`src/shared/tick_defines.svh`:
```
`ifndef TICK_DEFINES_SVH
`define TICK_DEFINES_SVH

// ==========================================================
// Register block placement
`define TICK_BASE_ADDR 32'he000e010
`define TICK_OFS_CTRL 4'h0
`define TICK_OFS_RELOAD 4'h4
`define TICK_OFS_VALUE 4'h8
`define TICK_OFS_CALIB 4'hc

// ==========================================================
// Field positions
`define TICK_CTRL_ENABLE_BIT 0
`define TICK_CTRL_TICK_INTERRUPT_ENABLE_BIT 1
`define TICK_CTRL_CLKSRC_BIT 2
`define TICK_CTRL_FLAG_BIT 16
`define TICK_CALIB_NO_REFERENCE_CLOCK_FLAG_BIT 31
`define TICK_CALIB_INEXACT_CALIBRATION_FLAG_BIT 30
`define TICK_COUNT_MSB 23

// ==========================================================
// Reset and fixed values
`define TICK_CTRL_RESET 32'h00000004
`define TICK_RELOAD_RESET 24'h000000
`define TICK_VALUE_RESET 24'h000000
`define TICK_CALIB_COUNT_RESET 24'h002328
`define TICK_NO_REFERENCE_CLOCK_FLAG_VALUE 1'b0
`define TICK_INEXACT_CALIBRATION_FLAG_VALUE 1'b1

// ==========================================================
// Reference clock divider
`define TICK_REF_DIV 8

`endif

```
`src/shared/tick_pkg.sv`:
```
package tick_pkg;
   // Register selected by a bus address
   typedef enum logic [2:0]
   {
      SEL_CTRL = 3'b000,
      SEL_RELOAD = 3'b001,
      SEL_VALUE = 3'b010,
      SEL_CALIB = 3'b011,
      SEL_NONE = 3'b100
   } reg_sel_type;

   // Live down-counter word
   typedef logic [23:0] count_type;
endpackage

```
`src/shared/tick_ref_if.sv`:
```
`timescale 1ns/1ps
// Link between the timer and its divide-by-8 reference
interface tick_ref_if;
   logic run;
   logic ref_tick;
   modport divider (input run, output ref_tick);
   modport timer (output run, input ref_tick);
endinterface

```
`src/hdl/system_tick_value_calib.sv`:
```
`timescale 1ns/1ps
`include "tick_defines.svh"
module system_tick_value_calib #(
   parameter logic [31:0] BASE_ADDR = `TICK_BASE_ADDR,
   parameter tick_pkg::count_type CALIB_COUNT = `TICK_CALIB_COUNT_RESET
)
(
   input wire logic mclk_in, // Processor clock, 25 MHz
   input wire logic reset_n_in, // Async reset, active low
   input wire logic psel_in, // APB select
   input wire logic penable_in, // APB access phase
   input wire logic pwrite_in, // APB direction, 1 is write
   input wire logic [31:0] paddr_in, // APB byte address
   input wire logic [31:0] pwdata_in, // APB write data
   input wire logic clock_stop_in, // Low-power clock gate active
   input wire logic debug_halt_in, // Processor halted for debug
   output logic [31:0] prdata_out, // APB read data
   output logic pready_out, // APB ready
   output logic pslverr_out, // APB error, unmapped or misaligned
   output logic tick_request_out, // Tick exception request pulse
   output tick_pkg::count_type count_out // Live count
);
   import tick_pkg::*;

   // ==========================================================
   // Declarations
   tick_ref_if ref_if ();

   logic pready_reg;
   logic pready_next;
   logic [31:0] prdata_reg;
   logic [31:0] prdata_next;
   logic pslverr_reg;
   logic pslverr_next;
   logic enable_reg;
   logic tick_interrupt_enable_reg;
   logic clksrc_reg;
   logic flag_reg;
   logic flag_next;
   logic flag_returned_reg;
   count_type reload_reg;
   count_type value_reg;
   count_type value_next;
   logic request_reg;
   logic access;
   logic capture;
   logic done;
   logic bad_addr;
   logic wr_ctrl;
   logic wr_reload;
   logic wr_value;
   logic rd_ctrl;
   logic count_tick;
   logic reach_zero;
   reg_sel_type sel;

   // Control reset word, named so single bits can be taken from it
   localparam logic [31:0] CTRL_RESET = `TICK_CTRL_RESET;

   // ==========================================================
   // Address decode
   // Full address compare keeps aliases out of the map
   function automatic reg_sel_type decode(input logic [31:0] addr);
      reg_sel_type s;
      s = SEL_NONE;
      if (addr[1:0] == 2'h0 && addr[31:4] == BASE_ADDR[31:4])
      begin
         case (addr[3:0] - BASE_ADDR[3:0])
            `TICK_OFS_CTRL: s = SEL_CTRL;
            `TICK_OFS_RELOAD: s = SEL_RELOAD;
            `TICK_OFS_VALUE: s = SEL_VALUE;
            `TICK_OFS_CALIB: s = SEL_CALIB;
            default: s = SEL_NONE;
         endcase
      end
      return s;
   endfunction

   // Calibration word, fixed by hardware
   function automatic logic [31:0] calib_word();
      logic [31:0] w;
      w = 32'h00000000;
      w[`TICK_CALIB_NO_REFERENCE_CLOCK_FLAG_BIT] = `TICK_NO_REFERENCE_CLOCK_FLAG_VALUE;
      w[`TICK_CALIB_INEXACT_CALIBRATION_FLAG_BIT] = `TICK_INEXACT_CALIBRATION_FLAG_VALUE;
      w[`TICK_COUNT_MSB:0] = CALIB_COUNT;
      return w;
   endfunction

   // ==========================================================
   // APB handshake
   // One wait state: read data is sampled in the first access cycle, write data in the second
   assign sel = decode(paddr_in);
   assign bad_addr = (sel == SEL_NONE);
   assign access = psel_in & penable_in;
   assign capture = access & ~pready_reg;
   assign done = access & pready_reg;
   assign pready_next = capture;
   assign pslverr_next = capture ? bad_addr : 1'b0;

   assign wr_ctrl = done & pwrite_in & (sel == SEL_CTRL);
   assign wr_reload = done & pwrite_in & (sel == SEL_RELOAD);
   assign wr_value = done & pwrite_in & (sel == SEL_VALUE);
   assign rd_ctrl = done & ~pwrite_in & (sel == SEL_CTRL);

   // Read mux, reserved bits are zero
   always_comb
   begin
      prdata_next = 32'h00000000;
      if (capture && !pwrite_in)
      begin
         case (sel)
            SEL_CTRL:
            begin
               prdata_next[`TICK_CTRL_ENABLE_BIT] = enable_reg;
               prdata_next[`TICK_CTRL_TICK_INTERRUPT_ENABLE_BIT] = tick_interrupt_enable_reg;
               prdata_next[`TICK_CTRL_CLKSRC_BIT] = clksrc_reg;
               prdata_next[`TICK_CTRL_FLAG_BIT] = flag_reg;
            end
            SEL_RELOAD: prdata_next[`TICK_COUNT_MSB:0] = reload_reg;
            SEL_VALUE: prdata_next[`TICK_COUNT_MSB:0] = value_reg;
            SEL_CALIB: prdata_next = calib_word();
            default: prdata_next = 32'h00000000;
         endcase
      end
   end

   // Bus outputs
   always_ff @(posedge mclk_in or negedge reset_n_in)
   begin
      if (!reset_n_in)
      begin
         pready_reg <= 1'b0;
         pslverr_reg <= 1'b0;
         prdata_reg <= 32'h00000000;
      end
      else
      begin
         pready_reg <= pready_next;
         pslverr_reg <= pslverr_next;
         if (capture)
            prdata_reg <= prdata_next;
      end
   end

   // ==========================================================
   // Control and reload registers
   // Only defined bits are stored, the rest is dropped
   always_ff @(posedge mclk_in or negedge reset_n_in)
   begin
      if (!reset_n_in)
      begin
         enable_reg <= CTRL_RESET[`TICK_CTRL_ENABLE_BIT];
         tick_interrupt_enable_reg <= CTRL_RESET[`TICK_CTRL_TICK_INTERRUPT_ENABLE_BIT];
         clksrc_reg <= CTRL_RESET[`TICK_CTRL_CLKSRC_BIT];
         reload_reg <= `TICK_RELOAD_RESET;
      end
      else
      begin
         if (wr_ctrl)
         begin
            enable_reg <= pwdata_in[`TICK_CTRL_ENABLE_BIT];
            tick_interrupt_enable_reg <= pwdata_in[`TICK_CTRL_TICK_INTERRUPT_ENABLE_BIT];
            clksrc_reg <= pwdata_in[`TICK_CTRL_CLKSRC_BIT];
         end
         if (wr_reload)
            reload_reg <= pwdata_in[`TICK_COUNT_MSB:0];
      end
   end

   // ==========================================================
   // Count enable
   // Divider keeps running in debug halt, only clock gating or a clear enable_reg stops it
   assign ref_if.run = enable_reg & ~clock_stop_in;
   assign count_tick = enable_reg & ~clock_stop_in & ~debug_halt_in
      & (clksrc_reg | ref_if.ref_tick);
   assign reach_zero = count_tick & (value_reg == 24'h000001);

   tick_ref_divider #(
      .DIV(`TICK_REF_DIV)
   )
   u_divider (
      .mclk_in(mclk_in),
      .reset_n_in(reset_n_in),
      .ref_if(ref_if)
   );

   // ==========================================================
   // Down-counter
   // Zero reloads on the next tick, so reload 0 never fires
   always_comb
   begin
      value_next = value_reg;
      if (wr_value)
         value_next = 24'h000000;
      else if (count_tick)
      begin
         if (value_reg == 24'h000000)
            value_next = reload_reg;
         else
            value_next = value_reg - 24'h000001;
      end
   end

   always_ff @(posedge mclk_in or negedge reset_n_in)
   begin
      if (!reset_n_in)
         value_reg <= `TICK_VALUE_RESET;
      else
         value_reg <= value_next;
   end

   // ==========================================================
   // Zero-reached flag
   // A new zero in the clearing cycle is kept: set beats clear
   always_comb
   begin
      flag_next = flag_reg;
      if (wr_value)
         flag_next = 1'b0;
      if (rd_ctrl && flag_returned_reg)
         flag_next = 1'b0;
      if (reach_zero)
         flag_next = 1'b1;
   end

   always_ff @(posedge mclk_in or negedge reset_n_in)
   begin
      if (!reset_n_in)
      begin
         flag_reg <= CTRL_RESET[`TICK_CTRL_FLAG_BIT];
         flag_returned_reg <= 1'b0;
      end
      else
      begin
         flag_reg <= flag_next;
         if (capture)
            flag_returned_reg <= flag_reg & ~pwrite_in & (sel == SEL_CTRL);
      end
   end

   // Exception request, one cycle per zero
   always_ff @(posedge mclk_in or negedge reset_n_in)
   begin
      if (!reset_n_in)
         request_reg <= 1'b0;
      else
         request_reg <= reach_zero & tick_interrupt_enable_reg;
   end

   // ==========================================================
   // Outputs
   assign prdata_out = prdata_reg;
   assign pready_out = pready_reg;
   assign pslverr_out = pslverr_reg;
   assign tick_request_out = request_reg;
   assign count_out = value_reg;

   // ==========================================================
   // Assertions
   a_value_read_live: assert property (@(posedge mclk_in) disable iff (!reset_n_in)
      capture && !pwrite_in && sel == SEL_VALUE |=> prdata_out == {8'h00, $past(value_reg)})
      else $error("value read did not return the count");

   a_value_write_zeroes: assert property (@(posedge mclk_in) disable iff (!reset_n_in)
      wr_value && !reach_zero |=> value_reg == 24'h000000 && !flag_reg)
      else $error("value write did not clear count and flag");

   a_calib_word_fixed: assert property (@(posedge mclk_in) disable iff (!reset_n_in)
      done && !pwrite_in && sel == SEL_CALIB |-> prdata_out == {1'b0, 1'b1, 6'h00, CALIB_COUNT})
      else $error("calibration word wrong");

   a_hold_when_gated: assert property (@(posedge mclk_in) disable iff (!reset_n_in)
      clock_stop_in && !wr_value |=> $stable(value_reg))
      else $error("counter moved while clock gated");

   a_hold_in_halt: assert property (@(posedge mclk_in) disable iff (!reset_n_in)
      debug_halt_in && !wr_value |=> value_reg == $past(value_reg))
      else $error("counter moved during debug halt");

   a_count_step: assert property (@(posedge mclk_in) disable iff (!reset_n_in)
      count_tick && !wr_value |=>
      value_reg == ($past(value_reg) == 24'h000000 ? $past(reload_reg) : $past(value_reg) - 24'h000001))
      else $error("count did not step or reload");

   a_zero_sets_flag: assert property (@(posedge mclk_in) disable iff (!reset_n_in)
      reach_zero |=> flag_reg && value_reg == 24'h000000 && tick_request_out == $past(tick_interrupt_enable_reg))
      else $error("zero did not raise flag or request");

   a_flag_read_clears: assert property (@(posedge mclk_in) disable iff (!reset_n_in)
      rd_ctrl && prdata_out[`TICK_CTRL_FLAG_BIT] && !reach_zero |=> !flag_reg)
      else $error("flag survived its read");

   a_reset_value_zero: assert property (@(posedge mclk_in)
      $rose(reset_n_in) |-> value_reg == 24'h000000)
      else $error("count not zero after reset");

   a_unmapped_error: assert property (@(posedge mclk_in) disable iff (!reset_n_in)
      capture && bad_addr |=> pready_out && pslverr_out && prdata_out == 32'h00000000)
      else $error("unmapped access not refused");

   a_request_needs_zero: assert property (@(posedge mclk_in) disable iff (!reset_n_in)
      tick_request_out |-> $past(reach_zero) && $past(tick_interrupt_enable_reg))
      else $error("request without zero or without its enable");

   a_ctrl_reserved_zero: assert property (@(posedge mclk_in) disable iff (!reset_n_in)
      done && !pwrite_in && sel == SEL_CTRL |-> prdata_out[31:17] == 15'h0000 && prdata_out[15:3] == 13'h0000)
      else $error("control read shows reserved bits");

   a_word_reserved_zero: assert property (@(posedge mclk_in) disable iff (!reset_n_in)
      done && !pwrite_in && (sel == SEL_RELOAD || sel == SEL_VALUE) |-> prdata_out[31:24] == 8'h00)
      else $error("reload or value read shows upper bits");

   a_ref_tick_spacing: assert property (@(posedge mclk_in) disable iff (!reset_n_in)
      ref_if.ref_tick |=> !ref_if.ref_tick [*7])
      else $error("reference pulses closer than eight cycles");

   a_gate_stops_ref: assert property (@(posedge mclk_in) disable iff (!reset_n_in)
      clock_stop_in |=> !ref_if.ref_tick)
      else $error("reference pulse while clock gated");

   a_pready_single: assert property (@(posedge mclk_in) disable iff (!reset_n_in)
      pready_out |=> !pready_out)
      else $error("ready stood longer than one cycle");

   a_error_with_ready: assert property (@(posedge mclk_in) disable iff (!reset_n_in)
      pslverr_out |-> pready_out)
      else $error("error shown without ready");
endmodule

```
`src/hdl/tick_ref_divider.sv`:
```
`timescale 1ns/1ps
`include "tick_defines.svh"
module tick_ref_divider #(
   parameter int DIV = `TICK_REF_DIV
)
(
   input wire logic mclk_in, // Processor clock
   input wire logic reset_n_in, // Async reset, active low
   tick_ref_if.divider ref_if // Run request and reference pulse
);
   localparam int CW = $clog2(DIV);
   localparam logic [CW-1:0] LAST = CW'(DIV - 1);

   logic [CW-1:0] div_reg;
   logic tick_reg;

   // ==========================================================
   // Divider
   // Freezes with the gated clock so the phase survives sleep
   always_ff @(posedge mclk_in or negedge reset_n_in)
   begin
      if (!reset_n_in)
      begin
         div_reg <= '0;
         tick_reg <= 1'b0;
      end
      else if (ref_if.run)
      begin
         tick_reg <= (div_reg == LAST);
         if (div_reg == LAST)
            div_reg <= '0;
         else
            div_reg <= div_reg + CW'(1);
      end
      else
         tick_reg <= 1'b0;
   end

   assign ref_if.ref_tick = tick_reg;
endmodule

```
`config.mk`:
```
export PLATFORM = sky130hd
export DESIGN_NAME = system_tick_value_calib
export DESIGN_NICKNAME = d
export VERILOG_FILES = /design/src/shared/tick_pkg.sv /design/src/shared/tick_ref_if.sv /design/src/hdl/system_tick_value_calib.sv /design/src/hdl/tick_ref_divider.sv
export VERILOG_INCLUDE_DIRS = /design/src /design/src/shared
export SDC_FILE = /design/constraint.sdc
export NUM_CORES = 1
export LEC_CHECK = 0
export ABC_AREA = 1
export BUFFER_PORTS_ARGS = -buffer_cell sky130_fd_sc_hd__buf_2
export CAP_MARGIN = 20
export CORE_ASPECT_RATIO = 0.7
export CORE_MARGIN = 5
export CORE_UTILIZATION = 35
export DETAILED_ROUTE_END_ITERATION = 8
export PLACE_DENSITY = 0.63
export SLEW_MARGIN = 20
export SYNTH_ARGS = -nofsm -noshare
export SYNTH_HDL_FRONTEND = slang
export SYNTH_SLANG_ARGS = --single-unit
```
`constraint.sdc`:
```
create_clock -name mclk_in -period 2.9 [get_ports mclk_in]
set_input_delay 0.58 -clock mclk_in [delete_from_list [all_inputs] [get_ports mclk_in]]
set_output_delay 0.58 -clock mclk_in [all_outputs]
set_load 0.1 [all_outputs]
```
==> results list <==
* Run status: completed
* Antenna violations before repair: 0
* Total core area: 14000 µm²
- In the routed layout, each cell is associated on average with a via count of 4.99.
- The share of synthesized area in the top cell type comes to 0.420.
- The analysis attributes to cell leakage a power of 0.00341 µW.
* Worst Max-Slew Pin Slew: 0.861 ns
* Max reg flops: 25
- Overall die height: 110 µm
- The floorplan step defined a die boundary enclosing 16800 µm².
- Type of the setup path with the least slack: reg2reg
- Summed over all instances, the cell type with the most area after synthesis is sky130_fd_sc_hd__dfrtp_1.
* Global-route wire length before repair: 25300 µm
- The total overflow left after global routing is 0.
- The count of final max-slew check failures is 0.
* Number of register bits inferred by synthesis: 85
- Max Fanout on Critical Path: 14
* Number of buffers inserted by hold repair at cts: 0
* Yosys warns: 0
- Setup violations remaining at the end of the flow were counted as 0.
- Most used DFF post-synth: sky130_fd_sc_hd__dfrtp_1
- Ranked by instance count, the synthesized netlist is headed by 271 x sky130_fd_sc_hd__nand2_1, 85 x sky130_fd_sc_hd__nand3_1, 84 x sky130_fd_sc_hd__dfrtp_1.
* Netlist area before placement: 5000 µm²
* Average footprint of a synthesized cell: 7.15 µm²
* Length of the first detailed-routing pass in iterations: 5
* Detailed Place HPWL: 11500 µm
* Total vias in the final route: 4998
- In this run the power density over the cells is 875 nW/µm².
- After floorplanning, the core was divided into 36 placement rows.
- The cell sitting at the root of the clock tree is a sky130_fd_sc_hd__clkbuf_16.
- Horizontal die dimension: 153 µm
* Max-cap violations: 0
- The clock reaches the later pin of the worst-skew pair after 0.35 ns.
- In the finished design, the share of the clock period the worst path needs comes to 0.785.
- Final antenna diode count: 0
* Data arrival time of the critical path: 2.53 ns
* Share of layout cells above drive strength 1: 0.196
* Clock tree from TritonCTS: done
- Port bufs: 114
- Number of enable flip-flop cells after synthesis: 0
- Final hold vios: 0
- Iteration-0 DRC count of the detailed router: 453
- Once detail routing completed, the nets flagged for antenna violations numbered 0.
- Entering global routing, the biggest net connects 44 pins.
* Initial standard-cell utilization of the core: 0.358
- Yosys instantiated no cell more often than sky130_fd_sc_hd__nand2_1.
* CTS Buffer Depth: 2
- Headroom to the max-slew limit came out at 0.426.
* Residual DRC count: 0
* Final routed wirelength across all metal layers: 15500 µm
- Synth-to-layout area growth: 20.0%
- Average detailed-routed wire length per instance: 15.5 µm
* Kind of start point of the critical path: register
- Maximum clock frequency: 439 MHz
* Required time of the critical path: 3.16 ns
- For this run, the register share of the synthesized area comes to 0.426.
- OpenSTA, run right after detailed placement, puts the worst setup slack at 0.535 ns.
* Class of the most critical hold timing path: in2async
- The congestion estimate from routability-driven global placement came to 0.904.
- The tree built by TritonCTS fans out to 85 sinks.
- Worst clock skew on the final layout: 0.00784 ns
- After technology mapping, the gate count stands at 699.
- Pin placement for this block handled 130 I/O pins.
* Peak ir drop on the vdd network: 0.000570 V
- After clock tree synthesis, the repair step resized 0 gates.
- Clk slew on worst S/H paths: 0.06 ns
- Buffers added to address setup during post-CTS repair amount to 0.
* Final worst path period need: 2.28 ns
- Number of nets in the layout: 883
- Setup TNS: 0 ns
- GRT Total Usage: 0.189
* Largest cells by area after synthesis: sky130_fd_sc_hd__dfrtp_1 42%, sky130_fd_sc_hd__nand2_1 20%, sky130_fd_sc_hd__nand3_1 8.5%, sky130_fd_sc_hd__nor2_1 5.0%, sky130_fd_sc_hd__nand4_1 4.9%
- Fin worst setup slack: 0.623 ns
- Critical path capture point type: register
* Distinct cell type count of the synthesized netlist: 37
* Depth of the CTS H-tree: 3
* Setup repair after global routing missed its margin: no
- The number of global-route vias before repair came to 4769.
- In the synthesized netlist the async set-or-reset flop fraction comes to 1.00.
* CTS buffer count: 9
-- layout make-up --
| class | instances | area [µm²] |
|---|---|---|
| multi-input combinational | 541 | 2530 |
| clock buffer | 10 | 239 |
| clock inverter | 6 | 38.8 |
| timing repair buffer | 126 | 663 |
| fill | 1487 | 7960 |
| inverter | 44 | 165 |
| tap | 190 | 238 |
| sequential | 85 | 2130 |
-- metrics by stage --
stage / cells / instance area, µm² / util / total power (µW) / hold slack (ns)
final: 1002 / 6000 / 0.430 / 5250 / 0.229
after global routing: 1002 / 6000 / 0.430 / 5570 / 0.264
after CTS: 1002 / 6000 / 0.430 / 5250 / 0.244
after detailed placement: 986 / 5720 / 0.410 / 4160 / 0.460
after global placement: 986 / 5720 / 0.410 / 4140 / 0.456
after floorplan: 705 / 5020 / - / 3580 / 0.284
-- power by group --
group | internal, µW | switching (µW) | total, µW
registers | 1340 | 279 | 1620
clock network | 600 | 487 | 1090
logic | 556 | 1990 | 2540
-- cells by family after synthesis --
logic type,share of synthesized area
adder cells (fa/ha/maj),0.0125
other,0.000750
flip-flops,0.426
buffers and inverters,0.0728
AND/OR/NAND/NOR,0.439
AO/OA/AOI/OAI,0.0330
XOR/XNOR,0.0158
-- worst max-delay path, stage by stage, from the launching register on --
cell	delay [ns]
sky130_fd_sc_hd__dfrtp_1	0.44
sky130_fd_sc_hd__nor2_1	0.31
sky130_fd_sc_hd__nand4_1	0.26
sky130_fd_sc_hd__nor2_4	0.31
sky130_fd_sc_hd__nand2_1	0.40
sky130_fd_sc_hd__nand3_1	0.18
sky130_fd_sc_hd__o21ai_0	0.10
sky130_fd_sc_hd__o21ai_0	0.17
-- per-layer routing --
layer	vias up	track usage	share of wire
met5	-	0	0
met4	0	0.0401	0.0082
met3	14	0.0488	0.079
met2	201	0.277	0.42
met1	2313	0.281	0.49
li1	2470	-	-
-- cells in the final DEF (no fill, tap or decap), drive strengths merged --
cell type	count
nand3b	12
nand2	274
a21oi	4
dfrtp	84
clkinvlp	2
nand4	40
nor3	3
o21bai	1
and3	1
clkbuf	10
or2	1
o21ai	23
nor2	72
xor2	6
o21a	1
conb	7
ha	5
a21boi	1
inv	42
clkinv	6
nand3	86
o31ai	1
buf	126
dfstp	1
xnor2	3
-- final timing paths --
path                                     start        endpoint  slack (ns)  depth (start not counted)
worst max-delay path              count_out[8]   count_out[15]        0.62                          7
worst min-delay path                reset_n_in   count_out[22]        0.23                          1
worst max register to register    count_out[8]   count_out[15]        0.62                          7
worst min register to register  prdata_out[20]  prdata_out[20]        0.47                          2
max in group asynchronous           reset_n_in      clksrc_reg        1.95                          2
min in group mclk_in              pwdata_in[3]   reload_reg[3]        0.47                          3
Note: power is estimated with default switching activity, not from simulation.
